`src/common/pps_pkg.sv`:
```
// package with register map, field positions and reset values of the port buffer status block
package pps_pkg;
  localparam int ADDR_W = 4;
  localparam int NBUF   = 4;

  // word offsets on the register bus
  localparam logic [ADDR_W-1:0] OFF_STATUS  = 4'h0;
  localparam logic [ADDR_W-1:0] OFF_IN_DATA = 4'h1;
  localparam logic [ADDR_W-1:0] OFF_OUT_DATA = 4'h2;
  localparam logic [ADDR_W-1:0] OFF_FIFO_LVL = 4'h3;

  // status register field positions
  localparam int BIT_ALL_IN_FULL   = 15;
  localparam int BIT_IN_OVERFLOW   = 14;
  localparam int BIT_IN_FULL_LO    = 8;
  localparam int BIT_ALL_OUT_EMPTY = 7;
  localparam int BIT_OUT_UNDERFLOW = 6;
  localparam int BIT_OUT_EMPTY_LO  = 0;

  // selected buffer index field of the index/level register
  localparam int IDX_LO            = 8;

  // reset values of the per-buffer flags
  localparam logic [NBUF-1:0] RST_IN_FULL   = 4'h0;
  localparam logic [NBUF-1:0] RST_OUT_EMPTY = 4'hf;

  // answer to an unmapped read
  localparam logic [31:0] RD_UNMAPPED = 32'h0000_0000;
endpackage

```
`src/common/pps_fifo_if.sv`:
```
// interface carrying the valid/ready stream in and out of the fifo
`timescale 1ns/1ps
interface pps_fifo_if #(parameter int W = 8) ();
  logic         in_valid;
  logic         in_ready;
  logic [W-1:0] in_data;
  logic         out_valid;
  logic         out_ready;
  logic [W-1:0] out_data;
  modport fifo (input in_valid, in_data, out_ready, output in_ready, out_valid, out_data);
  modport user (output in_valid, in_data, out_ready, input in_ready, out_valid, out_data);
endinterface

```
`src/verilog/pps_fifo.sv`:
```
// synchronous fifo with registered read data and valid/ready on both sides
`timescale 1ns/1ps
module pps_fifo #(
  parameter int WIDTH = 8,
  parameter int DEPTH = 32
) (
  input wire logic  ref_clk,
  input wire logic  rst_n,
  pps_fifo_if.fifo  f,
  output logic [$clog2(DEPTH):0] level
);
  localparam int AW = $clog2(DEPTH);

  logic [WIDTH-1:0] mem [DEPTH];
  logic [AW-1:0]    wr_ptr_r;
  logic [AW-1:0]    rd_ptr_r;
  logic [AW:0]      cnt_r;
  logic [WIDTH-1:0] dout_r;
  logic             dvalid_r;
  logic             push;
  logic             pop;
  logic             load;

  assign f.in_ready  = (cnt_r != (AW+1)'(DEPTH));
  assign push        = f.in_valid && f.in_ready;
  // output register refills whenever it is empty or being taken and the fifo holds data
  assign load        = (!dvalid_r || f.out_ready) && (cnt_r != '0);
  assign pop         = load;
  assign f.out_valid = dvalid_r;
  assign f.out_data  = dout_r;
  assign level       = cnt_r;

  always_ff @(posedge ref_clk) begin
    if (push) begin
      mem[wr_ptr_r] <= f.in_data;
    end
  end

  always_ff @(posedge ref_clk or negedge rst_n) begin
    if (!rst_n) begin
      wr_ptr_r <= '0;
      rd_ptr_r <= '0;
      cnt_r    <= '0;
    end else begin
      if (push) begin
        wr_ptr_r <= (wr_ptr_r == AW'(DEPTH-1)) ? '0 : wr_ptr_r + 1'b1;
      end
      if (pop) begin
        rd_ptr_r <= (rd_ptr_r == AW'(DEPTH-1)) ? '0 : rd_ptr_r + 1'b1;
      end
      cnt_r <= cnt_r + (AW+1)'(push) - (AW+1)'(pop);
    end
  end

  always_ff @(posedge ref_clk or negedge rst_n) begin
    if (!rst_n) begin
      dout_r   <= '0;
      dvalid_r <= 1'b0;
    end else if (load) begin
      dout_r   <= mem[rd_ptr_r];
      dvalid_r <= 1'b1;
    end else if (f.out_ready) begin
      dvalid_r <= 1'b0;
    end
  end
endmodule

```
`src/verilog/pps_port_status.sv`:
```
// parallel port buffered slave: byte buffers, status flags and register slave
//
// What this block does
// - host write into a full input buffer sets sticky input overflow until software clears
// - input buffer full flag set by host write, cleared by software read
// - all inputs full reads zero when any input buffer is empty
// - all outputs empty reads one only when every output buffer is empty
// - output buffer empty flag set by host read, cleared by software write
// - status bits 13-12 and 5-4 read zero and ignore writes
`timescale 1ns/1ps
module pps_port_status #(
  parameter int NBUF    = pps_pkg::NBUF,
  parameter int FIFO_D  = 32
) (
  input  wire logic                      ref_clk,
  input  wire logic                      rst_n,
  // avalon-mm slave
  input  wire logic [pps_pkg::ADDR_W-1:0] avs_address,
  input  wire logic                      avs_read,
  input  wire logic                      avs_write,
  input  wire logic [31:0]               avs_writedata,
  input  wire logic [3:0]                avs_byteenable,
  output logic [31:0]                    avs_readdata,
  output logic                           avs_waitrequest,
  // host side of the parallel port
  input  wire logic                      host_wr,
  input  wire logic                      host_rd,
  input  wire logic [1:0]                host_addr,
  input  wire logic [7:0]                host_wdata,
  output logic [7:0]                     host_rdata,
  output logic                           host_rvalid,
  output logic                           host_stall_n
);

  // ****************************************************************
  // buffers and flags
  // ****************************************************************
  logic [7:0]      in_buf_r  [NBUF];
  logic [7:0]      out_buf_r [NBUF];
  logic [NBUF-1:0] in_full_r;
  logic [NBUF-1:0] out_empty_r;
  logic            in_ovf_r;
  logic            out_unf_r;
  logic [31:0]     rdata_r;
  logic            waitreq_r;
  logic [7:0]      hrdata_r;
  logic            hrvalid_r;
  logic            stall_n_r;

  // ****************************************************************
  // host writes pass through the fifo so bursts are absorbed
  // ****************************************************************
  pps_fifo_if #(.W(10)) hw_if ();
  logic [$clog2(FIFO_D):0] fifo_level;

  pps_fifo #(
    .WIDTH (10),
    .DEPTH (FIFO_D)
  ) u_fifo (
    .ref_clk (ref_clk),
    .rst_n   (rst_n),
    .f       (hw_if),
    .level   (fifo_level)
  );

  assign hw_if.in_valid = host_wr;
  assign hw_if.in_data  = {host_addr, host_wdata};
  // the drain always accepts: a full buffer is an overflow, not a stall
  assign hw_if.out_ready = 1'b1;

  logic       drain;
  logic [1:0] d_idx;
  assign drain = hw_if.out_valid;
  assign d_idx = hw_if.out_data[9:8];

  // ****************************************************************
  // bus decode
  // ****************************************************************
  logic sel_status;
  logic sel_in;
  logic sel_out;
  logic acc;
  logic [1:0] sw_idx;
  assign acc        = (avs_read || avs_write) && waitreq_r;
  assign sel_status = avs_address == pps_pkg::OFF_STATUS;
  assign sel_in     = avs_address == pps_pkg::OFF_IN_DATA;
  assign sel_out    = avs_address == pps_pkg::OFF_OUT_DATA;
  // data accesses use the buffer index held in the index register
  logic [1:0] sel_idx_r;
  assign sw_idx = sel_idx_r;

  logic sw_in_rd;
  logic sw_out_wr;
  logic sw_stat_wr;
  assign sw_in_rd   = acc && avs_read && sel_in;
  assign sw_out_wr  = acc && avs_write && sel_out && avs_byteenable[0];
  assign sw_stat_wr = acc && avs_write && sel_status;

  // one wait cycle per access: waitrequest drops for one cycle after the request is taken;
  // kept as a flop so the bus never sees a decode glitch
  always_ff @(posedge ref_clk or negedge rst_n) begin
    if (!rst_n) begin
      waitreq_r <= 1'b1;
    end else begin
      waitreq_r <= !acc;
    end
  end
  assign avs_waitrequest = waitreq_r;

  // buffer index register, written at the level offset with byte lane 1
  always_ff @(posedge ref_clk or negedge rst_n) begin
    if (!rst_n) begin
      sel_idx_r <= 2'h0;
    end else if (acc && avs_write && avs_address == pps_pkg::OFF_FIFO_LVL
                 && avs_byteenable[pps_pkg::IDX_LO / 8]) begin
      sel_idx_r <= avs_writedata[pps_pkg::IDX_LO +: 2];
    end
  end

  // ****************************************************************
  // input buffers
  // ****************************************************************
  always_ff @(posedge ref_clk) begin
    if (drain && !in_full_r[d_idx]) begin
      in_buf_r[d_idx] <= hw_if.out_data[7:0];
    end
  end

  always_ff @(posedge ref_clk or negedge rst_n) begin
    if (!rst_n) begin
      in_full_r <= pps_pkg::RST_IN_FULL;
    end else begin
      for (int i = 0; i < NBUF; i++) begin
        // a host fill in the same cycle wins over the software clear
        if (drain && d_idx == 2'(i) && !in_full_r[i]) begin
          in_full_r[i] <= 1'b1;
        end else if (sw_in_rd && sw_idx == 2'(i)) begin
          in_full_r[i] <= 1'b0;
        end
      end
    end
  end

  always_ff @(posedge ref_clk or negedge rst_n) begin
    if (!rst_n) begin
      in_ovf_r <= 1'b0;
    end else if (drain && in_full_r[d_idx]) begin
      in_ovf_r <= 1'b1;
    end else if (sw_stat_wr && avs_byteenable[pps_pkg::BIT_IN_OVERFLOW / 8]
                 && !avs_writedata[pps_pkg::BIT_IN_OVERFLOW]) begin
      in_ovf_r <= 1'b0;
    end
  end

  // ****************************************************************
  // output buffers
  // ****************************************************************
  always_ff @(posedge ref_clk) begin
    if (sw_out_wr) begin
      out_buf_r[sw_idx] <= avs_writedata[7:0];
    end
  end

  always_ff @(posedge ref_clk or negedge rst_n) begin
    if (!rst_n) begin
      out_empty_r <= pps_pkg::RST_OUT_EMPTY;
    end else begin
      for (int i = 0; i < NBUF; i++) begin
        if (sw_out_wr && sw_idx == 2'(i)) begin
          out_empty_r[i] <= 1'b0;
        end else if (host_rd && host_addr == 2'(i)) begin
          out_empty_r[i] <= 1'b1;
        end
      end
    end
  end

  always_ff @(posedge ref_clk or negedge rst_n) begin
    if (!rst_n) begin
      out_unf_r <= 1'b0;
    end else if (host_rd && out_empty_r[host_addr]) begin
      out_unf_r <= 1'b1;
    end else if (sw_stat_wr && avs_byteenable[pps_pkg::BIT_OUT_UNDERFLOW / 8]
                 && !avs_writedata[pps_pkg::BIT_OUT_UNDERFLOW]) begin
      out_unf_r <= 1'b0;
    end
  end

  // host read answer, zero data when the buffer was empty
  always_ff @(posedge ref_clk or negedge rst_n) begin
    if (!rst_n) begin
      hrdata_r  <= 8'h00;
      hrvalid_r <= 1'b0;
    end else begin
      hrvalid_r <= host_rd;
      if (host_rd) begin
        hrdata_r <= out_empty_r[host_addr] ? 8'h00 : out_buf_r[host_addr];
      end
    end
  end

  always_ff @(posedge ref_clk or negedge rst_n) begin
    if (!rst_n) begin
      stall_n_r <= 1'b1;
    end else begin
      stall_n_r <= hw_if.in_ready;
    end
  end

  assign host_rdata   = hrdata_r;
  assign host_rvalid  = hrvalid_r;
  assign host_stall_n = stall_n_r;

  // ****************************************************************
  // status word and read mux
  // ****************************************************************
  logic [15:0] status;
  always_comb begin
    status = 16'h0000;
    status[pps_pkg::BIT_ALL_IN_FULL]   = &in_full_r;
    status[pps_pkg::BIT_IN_OVERFLOW]   = in_ovf_r;
    status[pps_pkg::BIT_IN_FULL_LO +: NBUF] = in_full_r;
    status[pps_pkg::BIT_ALL_OUT_EMPTY] = &out_empty_r;
    status[pps_pkg::BIT_OUT_UNDERFLOW] = out_unf_r;
    status[pps_pkg::BIT_OUT_EMPTY_LO +: NBUF] = out_empty_r;
  end

  always_ff @(posedge ref_clk or negedge rst_n) begin
    if (!rst_n) begin
      rdata_r <= pps_pkg::RD_UNMAPPED;
    end else if (acc && avs_read) begin
      unique case (avs_address)
        pps_pkg::OFF_STATUS:   rdata_r <= {16'h0000, status};
        pps_pkg::OFF_IN_DATA:  rdata_r <= {24'h000000, in_buf_r[sw_idx]};
        pps_pkg::OFF_OUT_DATA: rdata_r <= {24'h000000, out_buf_r[sw_idx]};
        pps_pkg::OFF_FIFO_LVL: rdata_r <= {22'h0, sel_idx_r, 2'h0,
                                           6'(fifo_level)};
        default:               rdata_r <= pps_pkg::RD_UNMAPPED;
      endcase
    end
  end
  assign avs_readdata = rdata_r;

endmodule
```
`config.mk`:
```
export PLATFORM = sky130hd
export DESIGN_NAME = pps_port_status
export DESIGN_NICKNAME = d
export VERILOG_FILES = /design/src/common/pps_pkg.sv /design/src/common/pps_fifo_if.sv /design/src/verilog/pps_fifo.sv /design/src/verilog/pps_port_status.sv
export SDC_FILE = /design/constraint.sdc
export NUM_CORES = 1
export LEC_CHECK = 0
export BUFFER_PORTS_ARGS = -buffer_cell sky130_fd_sc_hd__buf_2
export CORE_ASPECT_RATIO = 2
export CORE_UTILIZATION = 45
export CTS_CLUSTER_DIAMETER = 120
export DETAILED_ROUTE_END_ITERATION = 10
export SYNTH_ARGS = -nofsm -noshare
export SYNTH_HDL_FRONTEND = slang
export SYNTH_SLANG_ARGS = --single-unit
```
`constraint.sdc`:
```
create_clock -name ref_clk -period 4.3 [get_ports ref_clk]
set_clock_uncertainty 0.15 [all_clocks]
set_input_delay 1.29 -clock ref_clk [delete_from_list [all_inputs] [get_ports ref_clk]]
set_output_delay 1.29 -clock ref_clk [all_outputs]
set_load 0.02 [all_outputs]
```
---- After elaboration in Yosys (flattened, before gate mapping) ----
Memories as Yosys holds them, arrays and structs flattened. A register that Yosys moved wholly into a read port is not among the register bits.
Index checks and enable logic that the tools add are counted.
word-level totals
  output and inout bits ................... 43
  logic and storage cells ................. 143
  input bits .............................. 56
  flip-flop bits (word level) ............. 72
  memories kept ........................... 3
  bits in writable memories ............... 384
memories
  name        depth  bits a word  read ports  clocked after Yosys merged registers in  wr ports  line                   RTL
  u_fifo.mem  32     10           1           1                                        1         pps_fifo.sv:14         logic [WIDTH-1:0] mem [DEPTH];
  in_buf_r    4      8            1           0                                        1         pps_port_status.sv:38  logic [7:0] in_buf_r [NBUF];
  out_buf_r   4      8            2           0                                        1         pps_port_status.sv:39  logic [7:0] out_buf_r [NBUF];
cells by class
  multiplexer cells ....................... 35
  $lt $le $gt $ge ......................... 2
  reduce and logical (&&, ||, !) cells .... 64
  equality and inequality tests ........... 15
  add/subtract/negate cells ............... 4
operator list
  cell                 count
  $pmux 16 s4          1
  $logic_and 1x1->1    37
  $mux 1               29
  $reduce_bool 2->1    10
  $eq 2x2->1 const B   6
  $add 5x1->5 const B  2
  $eq 5x5->1 const B   2
  $mux 5               2
  $logic_not 1->1      9
  $eq 4x2->1 const B   2
  $mux 8               1
  $reduce_and 4->1     2
  $add 6x1->6          1
  $eq 2x1->1 const B   3
  $logic_not 2->1      3
  $lt 2x3->1 const B   2
  $ne 6x6->1 const B   1
  $reduce_bool 6->1    1
  $sub 6x1->6          1
  $bmux 1 s2           2
  $eq 4x1->1 const B   1
  $logic_not 4->1      1
  $logic_or 1x1->1     1

---- Depth between registers and ports, before layout ----
  depth in word-level cells ............... 8
  mapped depth ............................ 14
  mapped depth without buffers ............ 13

---- By module ----
Synthesis repeated with hierarchy kept, for this count alone.
unflattened totals
  cell total of the unflattened synthesis .. 1,108
  area total of the unflattened synthesis .. 18,677.9 µm²
by module, submodules not included
  module           cells an instance  times used  area an instance (µm²)
  pps_fifo         815                1           14,089.8
  pps_port_status  293                1           4,588.2

---- Least setup slack after synthesis ----
No wires, ideal clock.
  path kind ............................... input -> register
  start point ............................. input avs_address[0] in the netlist's numbering
  end point ............................... memory out_buf_r[0][0], enable pin
  setup time .............................. 0.386 ns
  arrival time ............................ 2.600 ns
  slack ................................... 1.164 ns
  stages .................................. 3
  path through ............................ nor4b_4 -> nand4_1 -> nor3_1
between the ends
  word-level cells in the longest chain between the ends .. 5
ends and longest elaborated chain
  element                         line                    RTL
  start: declaration              pps_port_status.sv:18   input wire logic [pps_pkg::ADDR_W-1:0] avs_address,
  $eq 4x2->1                      pps_port_status.sv:87   assign sel_out = avs_address == pps_pkg::OFF_OUT_DATA;
  $logic_and 1x1->1 (2 in a row)  pps_port_status.sv:96   assign sw_out_wr = acc && avs_write && sel_out && avs_byteenable[0];
  $mux 1                          pps_port_status.sv:159  if (sw_out_wr) begin
  $mux 1 (implied by the code)    pps_port_status.sv:160  out_buf_r[sw_idx] <= avs_writedata[7:0];
  end: declaration                pps_port_status.sv:39
No other way between the ends.

---- Worst setup path after layout ----
  start point ............................. register u_fifo.cnt_r[2] (netlist: u_fifo.level[2])
  end point ............................... register u_fifo.cnt_r[5] (netlist: u_fifo.level[5])
between the ends
  elaborated cells between the ends (all ways) .. 5
RTL lines
  element                   line            RTL
  start: declaration        pps_fifo.sv:17  logic [AW:0] cnt_r;
  start signal: assignment  pps_fifo.sv:51  cnt_r <= cnt_r + (AW+1)'(push) - (AW+1)'(pop);
  $reduce_bool 6->1         pps_fifo.sv:27  assign load = (!dvalid_r || f.out_ready) && (cnt_r != '0);
  named net u_fifo.load     pps_fifo.sv:22  logic load;
  $sub 6x1->6               pps_fifo.sv:51
The timed path passes the listed nets, and every way through them passes these cells.
A chain may end at the register's enable or synchronous reset.

==> results.md <==
- Post-CTS sizing: 0
- VDD IR max: roughly 280 uV
- Largest net degree at the start of global routing: 45
- Non-filler cells, final: 1703
- Sequential-to-total area share from yosys stat: 0.716
- Nets: 1217
- Clock Latency Late Sink: 0.55 ns
- Post-CTS Hold Fix Bufs: 0
- Clock-pin slew on the worst setup and hold paths: 0.06 ns
- Register bit total from synthesis: 448
- Setup WS post-layout: 1.17 ns
- Routability Congestion: around 0.84
- Die width: 145 um
- Worst EP arrival: 3.39 ns
- Design Power: roughly 0.012 W
- Synth area leader: edfxtp_1
- Worst Path Class, Setup: reg -> reg
- H-tree depth: 2
- DP HPWL: ~29 mm
- Post-CTS Repair Setup Buffers: 0
- Startpoint Class: register
- First-pass GRT wire length: 60.8 mm
- Number of global-route vias before repair: 9950
- Grt total ovfl: 0
- Tmin final: between 3 and 4 ns
- Clock buffer depth: 3
- Cts bufs inserted: 39
- Detailed Route Iter0 Violations: 423
- Post-synth EDFFs: 384
- Area contributors post-synth: edfxtp_1, dfrtp_1, mux4_2
- Rows: 104
- Number of distinct library cells after synthesis: 59
- Fmax: 0.319 GHz
- Yosys warns: 0
- CP Data Required Time: 4.56 ns
- Most frequent cell after synthesis: edfxtp_1
- Diode count: 0
- Synth top cells by count: edfxtp_1, mux2i_1, mux4_2
- Die Y: about 290 um
- Cells after Synth: 1038
- IO buf count: 57
- Worst Max-Slew Pin Slew: ~1.0 ns
- Proportion of layout cells with a drive suffix above 1: 0.227
- Area Overhead vs Synth: 12.5%
- Final Hold Fails: 0
- Maximum fanout along the worst path: 20
- Setup violators final: 0
- DR pass1 iterations: 6
- Core box area: 40200 um2
- Slew Limit Fails: 0
- Root Buffer: clkbuf_16
- CP Capture Type: register
- Tot GR Track Use: 0.207
- ANT nets after route: 0
- Max Cap Viol: 0
- IO Pins: about 100
- # DRC: 0
- Worst hold path class: reg -> reg
- Starting Density: 0.456
- P_leak: 7.35 nW
- PwrDens: 591 nW/um2
- Die Area: 41600 um2
- DR vias: 9461
- Avg Cell Area, Syn: 17.7 um2
- Routed length per instance: roughly 25 um
- Synth top area share: 0.629
- Sink Count: 448
- Post-synth ARST share: 0.143
- Dpl ws: 1.08 ns
- Routed wire length: around 42 mm
- CTS tree: done
- Unrepaired setup endpoints after global routing: no
- Initial antenna violation count: 0
- Rel. slew slack: 0.300
- Status: finished clean
- Ys flop type: edfxtp_1
- Final period util: 0.728
- Post-Syn Area: roughly 18000 um2
- Final-layout fill cell count: 3304
- Post-DR vias/cell: 5.56
- TNS Setup: 0 ns
- Cells after DPL: 1633
-- per-stage QoR --
stage / hold slack [ns] / utilization / cell area [um2]
2_1_floorplan: 0.311 / - / 18400
3_3_place_gp: 0.318 / 0.482 / 19400
3_5_place_dp: 0.329 / 0.482 / 19400
4_1_cts: 0.343 / 0.513 / 20600
5_1_grt: 0.369 / 0.513 / 20600
6_report: 0.333 / 0.513 / 20600
-- logic make-up (layout without fill, tap and decap cells) --
family	count (synthesis)	in the layout	share of synthesized area
mux	165	165	0.135
flops	448	448	0.716
fa+ha+maj	17	17	0.0120
other cells	1	18	0.000204
simple gates	165	165	0.0458
xor+xnor	3	3	0.00143
compound gates	141	141	0.0565
buf+inv	98	216	0.0322
-- worst max-delay path: stages, from the launching register on --
cell,delay (ns)
dfrtp_1,0.43
inv_1,0.10
ha_1,0.18
nor4bb_4,0.28
buf_4,0.28
inv_1,0.15
ha_1,0.30
inv_1,0.04
ha_1,0.19
a21o_1,0.18
a21o_1,0.21
a2111oi_0,0.42
a311oi_1,0.09
-- report_power, final --
part	leakage, nW	internal [W]	switching [W]
registers	4.24	0.00513	0.000420
logic	2.52	0.00136	0.00185
clock network	0.600	0.00191	0.00152
-- placed cells by master, fill, tap and decap left out, types with 12 or more instances in the layout --
master,Yosys,final
buf_4,22,57
inv_1,28,28
edfxtp_1,384,384
o31ai_1,15,15
nor2b_1,13,13
mux4_2,62,62
clkbuf_16,0,42
mux2i_1,93,93
dfrtp_1,58,56
nor2_1,50,50
a22oi_1,25,25
nand3_1,17,17
a22o_1,12,12
o21ai_0,33,33
nand2_1,43,43
conb_1,1,18
ha_1,16,16
buf_2,14,57
-- final timing paths --
| path | start | end | slack [ns] | cells past startpoint |
|---|---|---|---|---|
| min in group asynchronous | rst_n | host_rvalid | 0.58 | 1 |
| max in group asynchronous | rst_n | out_empty_r[1] | 2.68 | 2 |
| hold / removal | avs_readdata[11] | avs_readdata[11] | 0.33 | 2 |
| setup / recovery | u_fifo.level[2] | u_fifo.level[5] | 1.17 | 12 |
| hold reg to reg | avs_readdata[11] | avs_readdata[11] | 0.33 | 2 |
| setup reg to reg | u_fifo.level[2] | u_fifo.level[5] | 1.17 | 12 |
-- cell type report --
| class | count | area (um2) | share of cell area |
|---|---|---|---|
| Sequential cell | 448 | 13100 | 0.637 |
| Multi-Input combinational cell | 509 | 4700 | 0.228 |
| Tap cell | 530 | 663 | 0.0321 |
| Inverter | 29 | 109 | 0.00528 |
| Clock inverter | 16 | 98.8 | 0.00479 |
| Timing Repair Buffer | 117 | 773 | 0.0375 |
| Clock buffer | 54 | 1140 | 0.0551 |
-- state kept, by name, summed over array words and instances, names as in the netlist, 2 cells and up --
signal and flops:
host_rdata 8, u_fifo.level 6, sel_idx_r 2, u_fifo.mem 320, u_fifo.wr_ptr_r 5, out_buf_r 32
in_full_r 4, u_fifo.rd_ptr_r 5, in_buf_r 32, avs_readdata 14, out_empty_r 4, u_fifo.f.out_data 10
-- metal layers --
metal  global-route usage  routed length, um
met2                0.406              24000
met4                0.131               2660
met1                0.196              13900
met5                    0                  0
met3               0.0231               1160
No activity file was read; power rests on OpenSTA's default activity.
